`config.mk`:
```
export PLATFORM = sky130hd
export DESIGN_NAME = gbd_dma
export DESIGN_NICKNAME = d
export VERILOG_FILES = /design/src/rtl/gbd_dma.v
export VERILOG_INCLUDE_DIRS = /design/src /design/src/rtl
export SDC_FILE = /design/constraint.sdc
export NUM_CORES = 1
export LEC_CHECK = 0
export BUFFER_PORTS_ARGS = -buffer_cell sky130_fd_sc_hd__buf_2
export CAP_MARGIN = 5
export CORE_MARGIN = 4
export CORE_UTILIZATION = 45
export DETAILED_ROUTE_END_ITERATION = 7
export PLACE_DENSITY_LB_ADDON = 0.1
export SETUP_SLACK_MARGIN = 0.5
export SLEW_MARGIN = 0
export SYNTH_ARGS = -nofsm -noshare
export SYNTH_HDL_FRONTEND = slang
export SYNTH_SLANG_ARGS = --single-unit
```
`constraint.sdc`:
```
create_clock -name clk -period 3.55 [get_ports clk]
set_clock_uncertainty 0.2 [all_clocks]
set_input_delay 0.1775 -clock clk [delete_from_list [all_inputs] [get_ports clk]]
set_output_delay 0.1775 -clock clk [all_outputs]
set_load 0.1 [all_outputs]
```
`src/rtl/gbd_consts.vh`:
```
/*
  Constants of the graphics bus DMA: field positions, reset values, timing counts and sizes.
  Assumes inclusion by bare name from the design files.
*/
`ifndef GBD_CONSTS_VH
`define GBD_CONSTS_VH

// ==========================================================
// Control/status bit positions (written and read as loose bits)
`define GBD_CS_BSY      0
`define GBD_CS_STP      1
`define GBD_CS_DCC      2
`define GBD_CS_DSI      3
`define GBD_CS_DTA      4

// ==========================================================
// Reset values
`define GBD_WS_RST      3'h0
`define GBD_PTR_RST     24'h000000

// ==========================================================
// Timing and sizes
`define GBD_CWH_CYC     10'h002
`define GBD_FIFO_DEPTH  16
`define GBD_ADDR_W      24

`endif

```
`src/rtl/gbd_dma.v`:
```
/*
  Graphics bus DMA engine with a 16-word FIFO between memory reads and the
  external parallel port, plus timed CPU writes and reads of external registers.
  Assumes a single clock, a memory that answers mem_req with mem_ack and data, and
  an interrupt controller that reports interrupt entry and exit as pulses.
*/
`timescale 1ns/10ps
`include "gbd_consts.vh"

// ==========================================================
// FIFO
module gbd_fifo #(
  parameter W = 8,
  parameter D = `GBD_FIFO_DEPTH,
  parameter AW = 4
) (
  input  wire         clk,
  input  wire         rst_b,
  input  wire         ce,
  input  wire         flush,
  input  wire [W-1:0] in_data,
  input  wire         in_valid,
  output wire         in_ready,
  output wire [W-1:0] out_data,
  output wire         out_valid,
  input  wire         out_ready
);
  reg  [W-1:0] mem_r [0:D-1];
  reg  [AW-1:0] wp_r;
  reg  [AW-1:0] rp_r;
  reg  [AW:0]   cnt_r;
  wire          wr = in_valid && in_ready;
  wire          rd = out_valid && out_ready;
  assign in_ready  = (cnt_r != D[AW:0]);
  assign out_valid = (cnt_r != {(AW+1){1'b0}});
  assign out_data  = mem_r[rp_r];
  always @(posedge clk)
  begin
    if (!rst_b || (ce && flush))
    begin
      wp_r  <= {AW{1'b0}};
      rp_r  <= {AW{1'b0}};
      cnt_r <= {(AW+1){1'b0}};
    end
    else if (ce)
    begin
      if (wr)
      begin
        mem_r[wp_r] <= in_data;
        wp_r        <= wp_r + 1'b1;
      end
      if (rd)
        rp_r <= rp_r + 1'b1;
      if (wr && !rd)
        cnt_r <= cnt_r + 1'b1;
      else if (rd && !wr)
        cnt_r <= cnt_r - 1'b1;
    end
  end
endmodule

// ==========================================================
// Engine
//
// Contract
// (RULE_01) Three modes: block write, timed CPU write, timed CPU read.
// (RULE_02) Block spans up to 16 MB, any byte alignment, no bank limit.
// (RULE_03) Software writes start bytes high to low, then end bytes, low end last.
// (RULE_04) Writing the low end pointer byte starts the block transfer at once.
// (RULE_05) Source pointer is a 24-bit physical address.
// (RULE_06) CPU bus cycles wait while the engine holds a memory cycle.
// (RULE_07) Transfer-active stays set from request until transfer fully done.
// (RULE_08) Busy flag set only while engine runs, clear while halted; code also sets it during CPU writes and memory fetches.
// (RULE_09) Control bits stop and restart; interrupts may halt and resume.
// (RULE_10) Reaching end address stops engine and pulses interrupt output.
// (RULE_11) Each block byte appears on 8-bit data port with write strobe.
// (RULE_12) Each CPU data write makes exactly one external write cycle.
// (RULE_13) Rewrite before previous write ends stalls CPU with waits.
// (RULE_14) Each CPU data read makes one external read cycle with read strobe.
// (RULE_15) CPU read stalls until external read completes, returns external data.
// (RULE_16) External cycle time selectable from clock/2 to clock/256.
// (RULE_17) Busy reads set while a CPU external write is in progress.
// (RULE_18) A flag records CPU conflicts with the running engine.
// (RULE_19) Wait field codes 0 to 7 give 2 to 256 wait states.
// (RULE_20) Equal start and end pointers stop engine and refuse start.
// (RULE_21) Conflict set on CPU port register access while active; cleared by zero write.
// (RULE_22) With stall option, first nested interrupt stops, outermost end restarts.
// (RULE_23) Source pointer advances by one after each byte.
// (RULE_24) Pointer and configuration writes while busy need not be honoured.
module gbd_dma #(
  parameter AW = `GBD_ADDR_W
) (
  input  wire          clk,
  input  wire          rst_b,
  input  wire          ce,
  input  wire [2:0]    wait_state_select,
  input  wire          cpu_wait_enable,
  input  wire          cfg_we,
  input  wire [7:0]    ptr_wdata,
  input  wire [5:0]    ptr_we,
  input  wire          stop_request_bit,
  input  wire          start_request,
  input  wire          stall_opt_wdata,
  input  wire          stall_opt_we,
  input  wire          conflict_clr,
  input  wire          int_enter,
  input  wire          int_exit,
  input  wire          port_reg_access,
  input  wire          cpu_bus_req,
  input  wire          port_wr,
  input  wire          port_rd,
  input  wire [7:0]    port_wdata,
  output reg           mem_req,
  output reg  [AW-1:0] mem_addr,
  input  wire          mem_ack,
  input  wire [7:0]    mem_rdata,
  output reg  [7:0]    ext_data_bus,
  output reg           ext_data_oe,
  input  wire [7:0]    ext_data_in,
  output reg           ext_write_strobe,
  output reg           ext_read_strobe,
  output reg           cpu_wait,
  output reg  [7:0]    port_rdata,
  output reg           transfer_active_flag,
  output reg           engine_busy_flag,
  output reg           cpu_conflict_flag,
  output reg           stall_opt,
  output reg  [AW-1:0] start_ptr,
  output reg           done_irq
);
  localparam S_IDLE = 3'b001;
  localparam S_LOW  = 3'b010;
  localparam S_HIGH = 3'b100;

  // Strobe active low in idle-high convention is avoided; strobes here are active high
  function [8:0] half_cycles;
    input [2:0] ws;
    begin
      half_cycles = 9'h001 << ws; // [RULE_19] [RULE_16]
    end
  endfunction

  reg  [2:0]    ws_r;
  reg           wsa_r;
  reg  [AW-1:0] src_r;
  reg  [AW-1:0] end_r;
  reg           run_r;
  reg           dta_r;
  reg           ihalt_r;
  reg  [3:0]    nest_r;
  reg  [2:0]    st_r;
  reg  [9:0]    tmr_r;
  reg           cpu_op_r;
  reg           rd_op_r;
  reg           fetch_r;
  reg           fetch_done_r;
  reg  [7:0]    wdat_r;
  wire [7:0]    f_data;
  wire          f_valid;
  wire          f_in_ready;
  wire          ptr_eq   = (src_r == end_r);
  wire          running  = run_r && !ihalt_r && !ptr_eq;
  wire          bus_idle = (st_r == S_IDLE);
  wire          f_take   = bus_idle && !cpu_op_r && f_valid;
  wire          cpu_go   = bus_idle && cpu_op_r;
  wire          restart;
  wire [AW-1:0] end_nxt  = {ptr_we[5] ? ptr_wdata : end_r[23:16],
                            ptr_we[4] ? ptr_wdata : end_r[15:8],
                            ptr_we[0] ? ptr_wdata : end_r[7:0]};
  // A fresh end byte is judged against the new end, not the stale one
  assign restart = (ptr_we[0] && (end_nxt != src_r)) || (start_request && !ptr_eq);

  gbd_fifo #(.W(8), .D(`GBD_FIFO_DEPTH), .AW(4)) u_fifo (
    .clk       (clk),
    .rst_b     (rst_b),
    .ce        (ce),
    .flush     (restart && !dta_r),
    .in_data   (mem_rdata),
    .in_valid  (fetch_r && mem_ack),
    .in_ready  (f_in_ready),
    .out_data  (f_data),
    .out_valid (f_valid),
    .out_ready (f_take)
  );

  always @(posedge clk)
  begin
    if (!rst_b)
    begin
      ws_r <= `GBD_WS_RST;
      wsa_r <= 1'b0;
      src_r <= `GBD_PTR_RST;
      end_r <= `GBD_PTR_RST;
      run_r <= 1'b0;
      dta_r <= 1'b0;
      ihalt_r <= 1'b0;
      nest_r <= 4'h0;
      st_r <= S_IDLE;
      tmr_r <= 10'h000;
      cpu_op_r <= 1'b0;
      rd_op_r <= 1'b0;
      fetch_r <= 1'b0;
      fetch_done_r <= 1'b0;
      wdat_r <= 8'h00;
      mem_req <= 1'b0;
      mem_addr <= `GBD_PTR_RST;
      ext_data_bus <= 8'h00;
      ext_data_oe <= 1'b0;
      ext_write_strobe <= 1'b0;
      ext_read_strobe <= 1'b0;
      cpu_wait <= 1'b0;
      port_rdata <= 8'h00;
      transfer_active_flag <= 1'b0;
      engine_busy_flag <= 1'b0;
      cpu_conflict_flag <= 1'b0;
      stall_opt <= 1'b0;
      start_ptr <= `GBD_PTR_RST;
      done_irq <= 1'b0;
    end
    else if (ce)
    begin
      done_irq <= 1'b0;
      // Configuration is ignored while the engine is busy
      if (cfg_we && !engine_busy_flag) // [RULE_24]
      begin
        ws_r  <= wait_state_select;
        wsa_r <= cpu_wait_enable;
      end
      if (stall_opt_we && !dta_r)
        stall_opt <= stall_opt_wdata;
      if (!engine_busy_flag) // [RULE_24] [RULE_03]
      begin
        if (ptr_we[3]) src_r[23:16] <= ptr_wdata;
        if (ptr_we[2]) src_r[15:8]  <= ptr_wdata;
        if (ptr_we[1]) src_r[7:0]   <= ptr_wdata;
        end_r <= end_nxt;
      end
      // Interrupt nesting; only the first entry and the outermost exit count
      if (int_enter && !int_exit)
      begin
        nest_r <= nest_r + 4'h1;
        if (nest_r == 4'h0 && stall_opt && run_r) ihalt_r <= 1'b1; // [RULE_22]
      end
      else if (int_exit && !int_enter && nest_r != 4'h0)
      begin
        nest_r <= nest_r - 4'h1;
        if (nest_r == 4'h1) ihalt_r <= 1'b0; // [RULE_22] [RULE_09]
      end
      // Start, stop and completion
      if (stop_request_bit)
        run_r <= 1'b0; // [RULE_09]
      else if ((ptr_we[0] && (end_nxt != src_r)) || (start_request && !ptr_eq))
      begin
        run_r <= 1'b1; // [RULE_04] [RULE_09] [RULE_20]
        dta_r <= 1'b1;
      end
      // Memory fetch into the FIFO, 24-bit physical pointer
      if (fetch_r)
      begin
        if (mem_ack)
        begin
          fetch_r <= 1'b0;
          mem_req <= 1'b0;
          src_r   <= src_r + 24'h000001; // [RULE_23] [RULE_02] [RULE_05]
          if (src_r + 24'h000001 == end_r) fetch_done_r <= 1'b1;
        end
      end
      else if (running && f_in_ready && !fetch_done_r && !stop_request_bit)
      begin
        fetch_r  <= 1'b1;
        mem_req  <= 1'b1;
        mem_addr <= src_r; // [RULE_05]
      end
      // Completion once the last byte has left the port
      if (dta_r && fetch_done_r && !f_valid && bus_idle && !fetch_r)
      begin
        dta_r <= 1'b0;
        run_r <= 1'b0;
        fetch_done_r <= 1'b0;
        done_irq <= 1'b1; // [RULE_10]
      end
      // The stale end equals the source when only the end is rewritten
      if (ptr_eq && !fetch_done_r && !fetch_r && !ptr_we[0])
        run_r <= 1'b0; // [RULE_20]
      // CPU access requests
      if ((port_wr || port_rd) && wsa_r && !cpu_op_r)
      begin
        cpu_op_r <= 1'b1; // [RULE_01]
        rd_op_r  <= port_rd;
        wdat_r   <= port_wdata;
      end
      // External bus sequencer: block writes take two equal phases, CPU writes a fixed 2-cycle high phase, reads a double low phase only
      case (st_r)
        S_IDLE:
        begin
          if (cpu_go)
          begin
            st_r <= S_LOW;
            tmr_r <= rd_op_r ? {half_cycles(ws_r), 1'b0} : {1'b0, half_cycles(ws_r)};
            ext_data_oe <= !rd_op_r;
            ext_data_bus <= wdat_r;
            ext_write_strobe <= !rd_op_r; // [RULE_12]
            ext_read_strobe <= rd_op_r; // [RULE_14]
          end
          else if (f_take)
          begin
            st_r <= S_LOW;
            tmr_r <= {1'b0, half_cycles(ws_r)};
            ext_data_oe <= 1'b1;
            ext_data_bus <= f_data; // [RULE_11]
            ext_write_strobe <= 1'b1;
          end
        end
        S_LOW:
        begin
          if (tmr_r == 10'h001)
          begin
            ext_write_strobe <= 1'b0;
            ext_read_strobe <= 1'b0;
            if (rd_op_r && cpu_op_r)
            begin
              port_rdata <= ext_data_in; // [RULE_15]
              st_r <= S_IDLE;
              cpu_op_r <= 1'b0;
            end
            else
            begin
              st_r <= S_HIGH;
              tmr_r <= cpu_op_r ? `GBD_CWH_CYC : {1'b0, half_cycles(ws_r)};
            end
          end
          else
            tmr_r <= tmr_r - 10'h001;
        end
        S_HIGH:
        begin
          if (tmr_r == 10'h001)
          begin
            st_r <= S_IDLE;
            cpu_op_r <= 1'b0;
          end
          else
            tmr_r <= tmr_r - 10'h001;
        end
        default:
          st_r <= S_IDLE;
      endcase
      // CPU stalls: pending or repeated external access, or memory cycle stolen
      cpu_wait <= (cpu_bus_req && fetch_r) // [RULE_06]
                  || (wsa_r && (port_rd || (port_wr && cpu_op_r))) // [RULE_13] [RULE_15]
                  || (cpu_op_r && rd_op_r && !(st_r == S_LOW && tmr_r == 10'h001));
      // Conflict: set wins over the clear
      if (port_reg_access && dta_r)
        cpu_conflict_flag <= 1'b1; // [RULE_18] [RULE_21]
      else if (conflict_clr)
        cpu_conflict_flag <= 1'b0; // [RULE_21]
      transfer_active_flag <= dta_r || restart; // [RULE_07]
      engine_busy_flag <= (running || fetch_r) || (cpu_op_r && !rd_op_r); // [RULE_08] [RULE_17]
      start_ptr <= src_r;
    end
  end
endmodule

```
# After elaboration in Yosys (flattened, before gate mapping)
# Memory sizes are Yosys's and may differ from the RTL's. A register that Yosys moved wholly into a read port is not among the register bits.
# Cells that the tools add are included.
[op_classes]
add_sub_neg = 8
multipliers = 0
div_mod_pow = 0
n_lt_le_gt_ge = 0
eq_ne = 18
shift = 1
muxes = 69
bitwise_logic = 2
reduce_logical = 104
[ops]
columns = ["cell", "count"]
rows = [
  ["$mux W24", 3],
  ["$mux W8", 8],
  ["$mux W10", 6],
  ["$eq A24 B24 Y1", 2],
  ["$logic_and A1 B1 Y1", 41],
  ["$mux W1", 35],
  ["$pmux W10 S3", 1],
  ["$add A24 B1 Y24 const B", 1],
  ["$ne A24 B24 Y1", 1],
  ["$reduce_and A4 Y1", 6],
  ["$reduce_bool A2 Y1", 11],
  ["$reduce_and A2 Y1", 10],
  ["$logic_not A1 Y1", 17],
  ["$mux W4", 4],
  ["$mux W3", 5],
  ["$add A4 B1 Y4 const B", 3],
  ["$reduce_and A3 Y1", 4],
  ["$eq A10 B1 Y1 const B", 1],
  ["$mux W5", 2],
  ["$sub A10 B1 Y10 const B", 1],
  ["$logic_or A1 B1 Y1", 9],
  ["$mux W9", 1],
  ["$pmux W3 S3", 1],
  ["$shl A1 B3 Y9 const A", 1],
  ["19 further kinds", 28],
]
[word_totals]
reg_bits = 171
latch_bits = 0
mem_bits_rw = 128
rom_bits = 0
in_bits = 58
output_inout_bits = 74
word_cells = 235
mem_count = 1
[memory_table]
columns = ["memory", "depth", "word_bits", "rd", "rd_clocked_by_memory_dff", "write_ports", "line_no", "text"]
rows = [
  ["u_fifo.mem_r", 16, 8, 1, 1, 1, "gbd_dma.v:28", "reg [W-1:0] mem_r [0:D-1];"],
]

# Longest topological paths before layout
# Gate-level depths: netlist of the first run.
[depth]
depth_word = 9
mapped_depth = 12
mapped_depth_nobuf = 12

# Cells and area by module
# From an unflattened synthesis of the first run, not the netlist that was laid out.
[hier_totals]
cells_unflattened = 1341
area_unflattened_um2 = 14375.0
[modules_own_cells]
columns = ["mod", "instances", "cells_per_inst", "area_each_um2", "seq_area_each_um2"]
rows = [
  ["gbd_dma", 1, 1031, 8558.2, 3163.0],
  ["gbd_fifo", 1, 310, 5816.8, 4184.0],
]

# Worst setup path before layout of the first run
# No wires, ideal clock.
[synth_path]
path_kind = "input-to-reg"
startpoint = "input port ptr_we[5]"
endpoint = "memory u_fifo.mem_r[10][0] (enable)"
setup_time_ns = 0.395
arrival_ns = 3.015
required_time_ns = 2.955
path_slack_ns = -0.060
stages = 10
n_path_buf = 3
cell_sequence = "clkbuf_1 clkbuf_1 mux2i_1 xnor2_1 nor4_1 nand2_1 a221oi_2 nor2_1 clkbuf_1 nor4_1"
[synth_between]
elab_chain_cells = 9
[synth_lines]
columns = ["element", "line_no", "text"]
rows = [
  ["from (decl)", "gbd_dma.v:100", "input wire [5:0] ptr_we,"],
  ["$mux W8", "gbd_dma.v:167", "wire [AW-1:0] end_nxt = {ptr_we[5] ? ptr_wdata : end_r[23:16],"],
  ["$ne A24 B24 Y1", "gbd_dma.v:171", "assign restart = (ptr_we[0] && (end_nxt != src_r)) || (start_request && !ptr_eq);"],
  ["$logic_and A1 B1 Y1", "gbd_dma.v:171", ""],
  ["$logic_or A1 B1 Y1", "gbd_dma.v:171", ""],
  ["$logic_and A1 B1 Y1", "gbd_dma.v:177", ".flush (restart && !dta_r),"],
  ["$logic_and A1 B1 Y1", "gbd_dma.v:39", "if (!rst_b || (ce && flush))"],
  ["$logic_or A1 B1 Y1", "gbd_dma.v:39", ""],
  ["$mux W1", "gbd_dma.v:39", ""],
  ["$mux W1 (not written as such)", "gbd_dma.v:49", "mem_r[wp_r] <= in_data;"],
  ["to (decl)", "gbd_dma.v:28", ""],
]
# No other way between the ends.

# Worst setup path in the final report of the first run
[layout_path]
startpoint = "input port ptr_wdata[4]"
endpoint = "memory u_fifo.mem_r[15][5] (enable)"
[layout_between]
elab_chain_cells = 9
word_cells_on_any_way = 11
cone_classes = "1 x eq/ne; 5 x mux; 5 x reduce/logical"
[layout_lines]
columns = ["element", "line_no", "text"]
rows = [
  ["from (decl)", "gbd_dma.v:99", "input wire [7:0] ptr_wdata,"],
  ["$mux W8, on equally long branches", "gbd_dma.v:169, gbd_dma.v:167, gbd_dma.v:168", ""],
  ["$ne A24 B24 Y1 *", "gbd_dma.v:171", ""],
  ["$logic_and A1 B1 Y1 *", "gbd_dma.v:171", ""],
  ["$logic_or A1 B1 Y1 *", "gbd_dma.v:171", ""],
  ["$logic_and A1 B1 Y1 *", "gbd_dma.v:177", ""],
  ["$logic_and A1 B1 Y1 *", "gbd_dma.v:39", ""],
  ["$logic_or A1 B1 Y1 *", "gbd_dma.v:39", ""],
  ["$mux W1 *", "gbd_dma.v:39", ""],
  ["$mux W1 (not written as such) *", "gbd_dma.v:49", ""],
]
# Mark *: on every way between the ends. The rest lies on a longest branch, timed or not.

==> reports/metrics.yaml, run 1 <==
routing:
  finalWirelength_um: 39550
  num_vias: 10928
  route.detailed.drc: 0
  drtPass1Iterations: 7
  antenna_left: 0
  first_iter_violations: 931
  viasPerCell: 5.587
  routedWlPerCell_um: 20.22
grt:
  first_global_vias: 10488
  grt-ovfl-total: 0
  grt.total_usage_pct: 22.12
  grt-busiest-layer: "met1"
  gr-usage-met1_pct: 34.34
  met3_usage_pct: 3.872
  antenna_found_initial: 1
  grt_pass1_wl_um: 62010
  grt_max_degree: 63
  grt_use_met2_pct: 32.68
layout:
  multi_input_comb_area_mm2: 0.006789
  finalNonFillerCells: 1956
  area_delta_synth_final_pct: 24.31
  antenna_cells: 0
  mostFrequentLayoutCells: "dfxtp_1 (167), buf_2 (130), edfxtp_1 (128), nand2_1 (114), mux2i_1 (95)"
  final_nets: 1602
  drive_gt1_share_pct: 23.17
  mostFrequentLayoutCell: "dfxtp_1"
  post-route-util_pct: 56.68
  fill_cells: 2690
  seqCellArea_mm2: 0.007357
critical_path:
  slowest_delay_ns: 0.53
  cp_slowest_cell: "dlygate4sd3_1"
  critPathKind: "input pin to flip-flop"
  arrival_ns: 3.00
  cp_cell_sequence: "dlygate4sd3_1 > buf_2 > mux2i_1 > xor2_1 > nand4_1 > o41a_1 > a221oi_4 > buf_4 > o21ai_4 > nor3_2 > buf_6"
  rr_worst_depth: 8
  crit_path_start_kind: "input pin"
  r2r-end: "fetch_done_r"
  cp_num_buf_inv: 4
  cp_max_fo: 9
  required_ns: 3.60
  endpoint_kind: "flip-flop"
  rrSetupSlack_ns: 0.62
  path_delay_family: "buffers and inverters"
  r2r_start: "src_r[0]"
timing:
  fin_tns_setup_ns: 0
  hold_viol: 0
  post-route-min-period_ns: 2.949
  tightest_slew_ns: 1.074
  rsz0062_at_grt: "false"
  slew_viol_final: 0
  whs_ns: 0.03961
  relSlewSlack_pct: 28.13
  max_freq_ghz: 0.3391
  setup_viol: 0
  timing.final.crit_share_pct: 83.06
synthesis:
  ys_ff_latch: 303
  async_reset_ff_share_pct: 0
  yosysUniqueCellTypes: 68
  syn_avg_cell_area_um2: 10.85
  yosysWarnings: 0
  synthCells: 1323
  synth_flop_cell: "dfxtp_1"
  syn_nets: 1397
  synth-seq-area-share_pct: 51.19
  synth-edff-count: 128
  synth.area.top_cells: "edfxtp_1 (27%), dfxtp_1 (24%), mux2i_1 (6.6%)"
  synthesis.area_mm2: 0.01435
  yosys.area.top_type: "edfxtp_1"
  yosysTopAreaCellShare_pct: 26.78
clock_network:
  cts-root-buf: "clkbuf_16"
  cts_buffer_depth: 3
  cts_tree: "yes"
  clk_latency_ns: 0.54
  clk_pin_slew_worst_paths_ns: 0.06
  clock-sinks: 303
  htree_levels: 2
  cts_buffers: 34
job:
  drv_cap: 0
pwr:
  power.density_mw_per_mm2: 553.3
  peakVddDrop_uv: 435.8
  power_frac_seq_pct: 40.1
  total_power_mw: 9.870
  p_sw_share_pct: 30.68
  clkPwrFrac_pct: 37.9
  switching_power_mw: 3.028
  p_int_mw: 6.842
  p_leak_nw: 6.751
  combinationalPowerShare_pct: 22.1
placed_design:
  portBuffers: 131
  dp.cells: 1826
  dp_hpwl_um: 26970
  gp_congestion: 0.9133
die:
  die_width_um: 186.6
  rows: 65
  fp.coreArea_mm2: 0.03147
  start_util_pct: 45.60
  die_y_um: 186.6
  dieArea_mm2: 0.03481
  ios: 132
status:
  status: "finished, final reports clean"
min_path:
  worstHoldStart: "ptr_we[5]"
  hold_class: "input pin to flip-flop"
  min_path_cells: 4
  worstHoldEndpoint: "end_r[16]"
kinds of logic (layout without fill, tap and decap cells):
group / after synthesis / after routing / share of synthesized area [%]
fa+ha+maj: 16 / 16 / 1.447
xor+xnor: 81 / 81 / 4.943
compound gates: 246 / 246 / 10.50
buf+inv: 123 / 354 / 3.557
flops: 303 / 303 / 51.19
simple gates: 418 / 418 / 15.38
mux: 136 / 136 / 12.98
metrics by stage:
step	cell area, um^2	setup WS, ns
6_report	17840	0.6014
5_1_grt	17840	0.5082
4_1_cts	17720	0.5017
3_5_place_dp	15810	0.2308
3_3_place_gp	15810	0.2507
2_1_floorplan	14530	0.4270
cells in the mapped netlist, types with 15 or more instances:
master and number:
mux4_2 40, mux2i_1 95, o21ai_0 64, xor2_1 29, xnor2_1 52, nand4_1 25
a21oi_1 78, nand3_1 56, a21boi_0 37, dfxtp_1 175, nand2_1 114, nor2_1 52
inv_1 20, edfxtp_1 128, clkbuf_1 75, nor2b_1 81, nor4_1 21, ha_1 15
tightest hold or removal path, cell delays in order:
cell,delay (ns)
buf_2,0.18
buf_4,0.21
nand3_1,0.08
a21boi_0,0.07
state kept, by name, summed over array words and instances, names as in the netlist, 5 cells and up, named ones only:
register / count
end_r: 24
ext_data_bus: 8
mem_addr: 24
port_rdata: 8
src_r: 24
start_ptr: 24
tmr_r: 10
u_fifo.cnt_r: 5
u_fifo.mem_r: 128
wdat_r: 8
worst max path at each step:
stage               cells past startpoint    startpoint                  end  slack (ns)
finish                                 11  ptr_wdata[4]  u_fifo.mem_r[15][5]        0.60
global route                            7      tmr_r[0]             cpu_wait        0.51
CTS                                     9      src_r[8]   u_fifo.mem_r[3][5]        0.50
detailed placement                     10     ptr_we[0]   u_fifo.mem_r[3][4]        0.23
global placement                       10     ptr_we[4]  u_fifo.mem_r[15][4]        0.25
floorplan                               9     ptr_we[4]   u_fifo.mem_r[3][0]        0.43
power groups by stage:
stage / sequential [mW] / combinational, mW / clock, mW
after global routing: 3.98 / 2.35 / 3.98
after floorplan: 4.32 / 1.21 / 0
after detailed placement: 4.02 / 2.04 / 0
after CTS: 3.95 / 2.11 / 3.84
final: 3.95 / 2.18 / 3.74
after global placement: 4.01 / 2.03 / 0
metal layers:
metal / up-vias / share of wire (%)
li1: 5216 / -
met3: 66 / 6.8
met1: 5249 / 48
met5: - / 0.030
met4: 2 / 1.9
met2: 395 / 43
cell type report:
| class | instances | share of cell area (%) |
|---|---|---|
| clock buffer | 42 | 5.162 |
| timing repair buffer | 272 | 10.63 |
| inverter | 20 | 0.4208 |
| multi-input combinational | 897 | 38.06 |
| sequential | 303 | 41.24 |
| tap | 402 | 2.819 |
| clock inverter | 20 | 1.676 |
repair_timing:
item / 4_1_cts / 5_1_grt
setup endpoints to repair: 74 / 76
hold buffers: 62 / 0
resized for setup: 8 / 21
gates cloned: 0 / 0
pin swaps: 1 / 5
setup buffers: 1 / 5
hold endpoints to repair: 203 / 0
Power figures use the tool's default switching activity.
==> run 2, diff against run 1 <==
==> constraint.sdc (replaced) <==
create_clock -name clk -period 2.8 [get_ports clk]
set_clock_uncertainty 0.2 [all_clocks]
set_input_delay 0.14 -clock clk [delete_from_list [all_inputs] [get_ports clk]]
set_output_delay 0.14 -clock clk [all_outputs]
set_load 0.1 [all_outputs]
==> reports/metrics.yaml, run 2 (synthesized netlist as in run 1, its figures left out) <==
min_path:
  hold_class: "input pin to flip-flop"
timing:
  whs_ns: 0.03387
  rsz0062_at_grt: "true"
  timing.final.crit_share_pct: 98.69
  max_freq_ghz: 0.3619
  hold_viol: 0
  fin_ws_ns: 0.03659
  post-route-min-period_ns: 2.763
  slew_viol_final: 0
  relSlewSlack_pct: 41.18
  tightest_slew_ns: 0.8765
  setup_viol: 0
critical_path:
  required_ns: 2.84
  critPathKind: "flip-flop to flip-flop"
  arrival_ns: 2.81
  endpoint_kind: "flip-flop"
  crit_path_start_kind: "flip-flop"
  cp_max_fo: 8
routing:
  first_iter_violations: 847
  viasPerCell: 5.648
  drtPass1Iterations: 5
  route.detailed.drc: 0
  routedWlPerCell_um: 21.21
  num_vias: 11826
  finalWirelength_um: 44420
  antenna_left: 0
layout:
  drive_gt1_share_pct: 34.28
  fill_cells: 2484
  final_nets: 1741
  area_delta_synth_final_pct: 38.20
  final_area_mm2: 0.01983
  regMostFlops: "u_fifo.mem_r"
  mostFrequentLayoutCells: "buf_4 (150), dfxtp_1 (137), buf_2 (130), edfxtp_1 (128), nand2_1 (112)"
  antenna_cells: 0
  mostFrequentLayoutCell: "buf_4"
  largest_register_ffs: 128
die:
  ios: 132
  rows: 65
  die_y_um: 186.6
  fp.coreArea_mm2: 0.03147
  die_width_um: 186.6
  start_util_pct: 45.60
  dieArea_mm2: 0.03481
placed_design:
  gp_congestion: 0.9490
  portBuffers: 131
  dp_hpwl_um: 29720
  place_area_mm2: 0.01677
  dp_slack_ns: -0.1756
pwr:
  total_power_mw: 13.08
  peakVddDrop_uv: 471.1
  power.density_mw_per_mm2: 659.3
  p_leak_nw: 7.672
clock_network:
  cts_buffers: 34
  clk_pin_slew_worst_paths_ns: 0.06
  htree_levels: 2
  cts_tree: "yes"
  cts_buffer_depth: 3
  cts-root-buf: "clkbuf_16"
  clock-sinks: 303
  clk_latency_ns: 0.53
job:
  drv_cap: 0
grt:
  first_global_vias: 11710
  grt_max_degree: 142
  antenna_found_initial: 1
  grt-ovfl-total: 0
  grt.total_usage_pct: 24.59
  grt_pass1_wl_um: 68420
status:
  status: "finished, final reports clean"
==> run 2: cell count changes in the layout (fill, tap and decap cells not counted), moves of 8 or more <==
cell	before	now
o21ai_0	64	56
dfxtp_1	167	137
dfxtp_2	8	25
nor2_1	50	37
a21oi_1	78	70
dfxtp_4	0	13
buf_4	76	150
buf_6	3	41
nor2_4	2	12
buf_12	1	15
==> run 2: layout make-up <==
cell class / count / area [um^2] / area share [%]
timing repair buffer: 411 / 3385 / 17.07
inverter: 20 / 77.57 / 0.3911
tap: 402 / 503.0 / 2.536
clock buffer: 42 / 930.9 / 4.694
sequential: 303 / 7427 / 37.45
clock inverter: 19 / 270.3 / 1.363
multi-input combinational: 897 / 7239 / 36.50
==> run 2: worst max-delay path, cell delays in order (launching register included) <==
cell and delay (ns):
dfxtp_4 0.36, buf_6 0.13, xnor2_4 0.16, nand4_1 0.11, nor4_1 0.27, nand2_1 0.16
a221oi_4 0.32, buf_6 0.17, nor2_4 0.06, buf_12 0.16, nor4_4 0.22, buf_6 0.18
==> run 2: worst paths after layout <==
check	startpoint	to	slack [ns]	cells after the start
worst min register to register	end_r[20]	end_r[20]	0.29	2
worst max register to register	end_r[3]	u_fifo.mem_r[9][3]	0.04	11
worst min-delay path	ce	u_fifo.wp_r[1]	0.03	4
worst max-delay path	end_r[3]	u_fifo.mem_r[9][3]	0.04	11
==> run 2: timing repair <==
item	in CTS	in global routing
buffers inserted	23	22
resized for setup	107	81
gates cloned	5	1
endpoints found under the hold margin	208	0
setup endpoints to repair	203	203
pin swaps	39	30
hold buffers	68	0
==> run 2: routing by layer <==
| metal | GRT usage [%] | part of all wire (%) |
|---|---|---|
| met5 | 0 | 0.016 |
| met4 | 6.997 | 2.7 |
| met3 | 4.284 | 6.9 |
| met2 | 38.90 | 46 |
| met1 | 35.14 | 44 |
==> run 2: where the power goes <==
group | switching, mW | internal (mW)
Combinational | 1.94 | 1.39
Sequential | 0.222 | 4.79
Clock | 1.87 | 2.86
Total | 4.03 | 9.04
==> run 2: through the flow <==
stage          utilization [%]  instances  TNS [ns]
6_report                 63.01       2094         0
3_3_place_gp             53.30       1914    -9.363
5_1_grt                  63.01       2094    -3.576
3_5_place_dp             53.30       1914    -13.70
2_1_floorplan                -       1323         0
4_1_cts                  61.41       2071         0
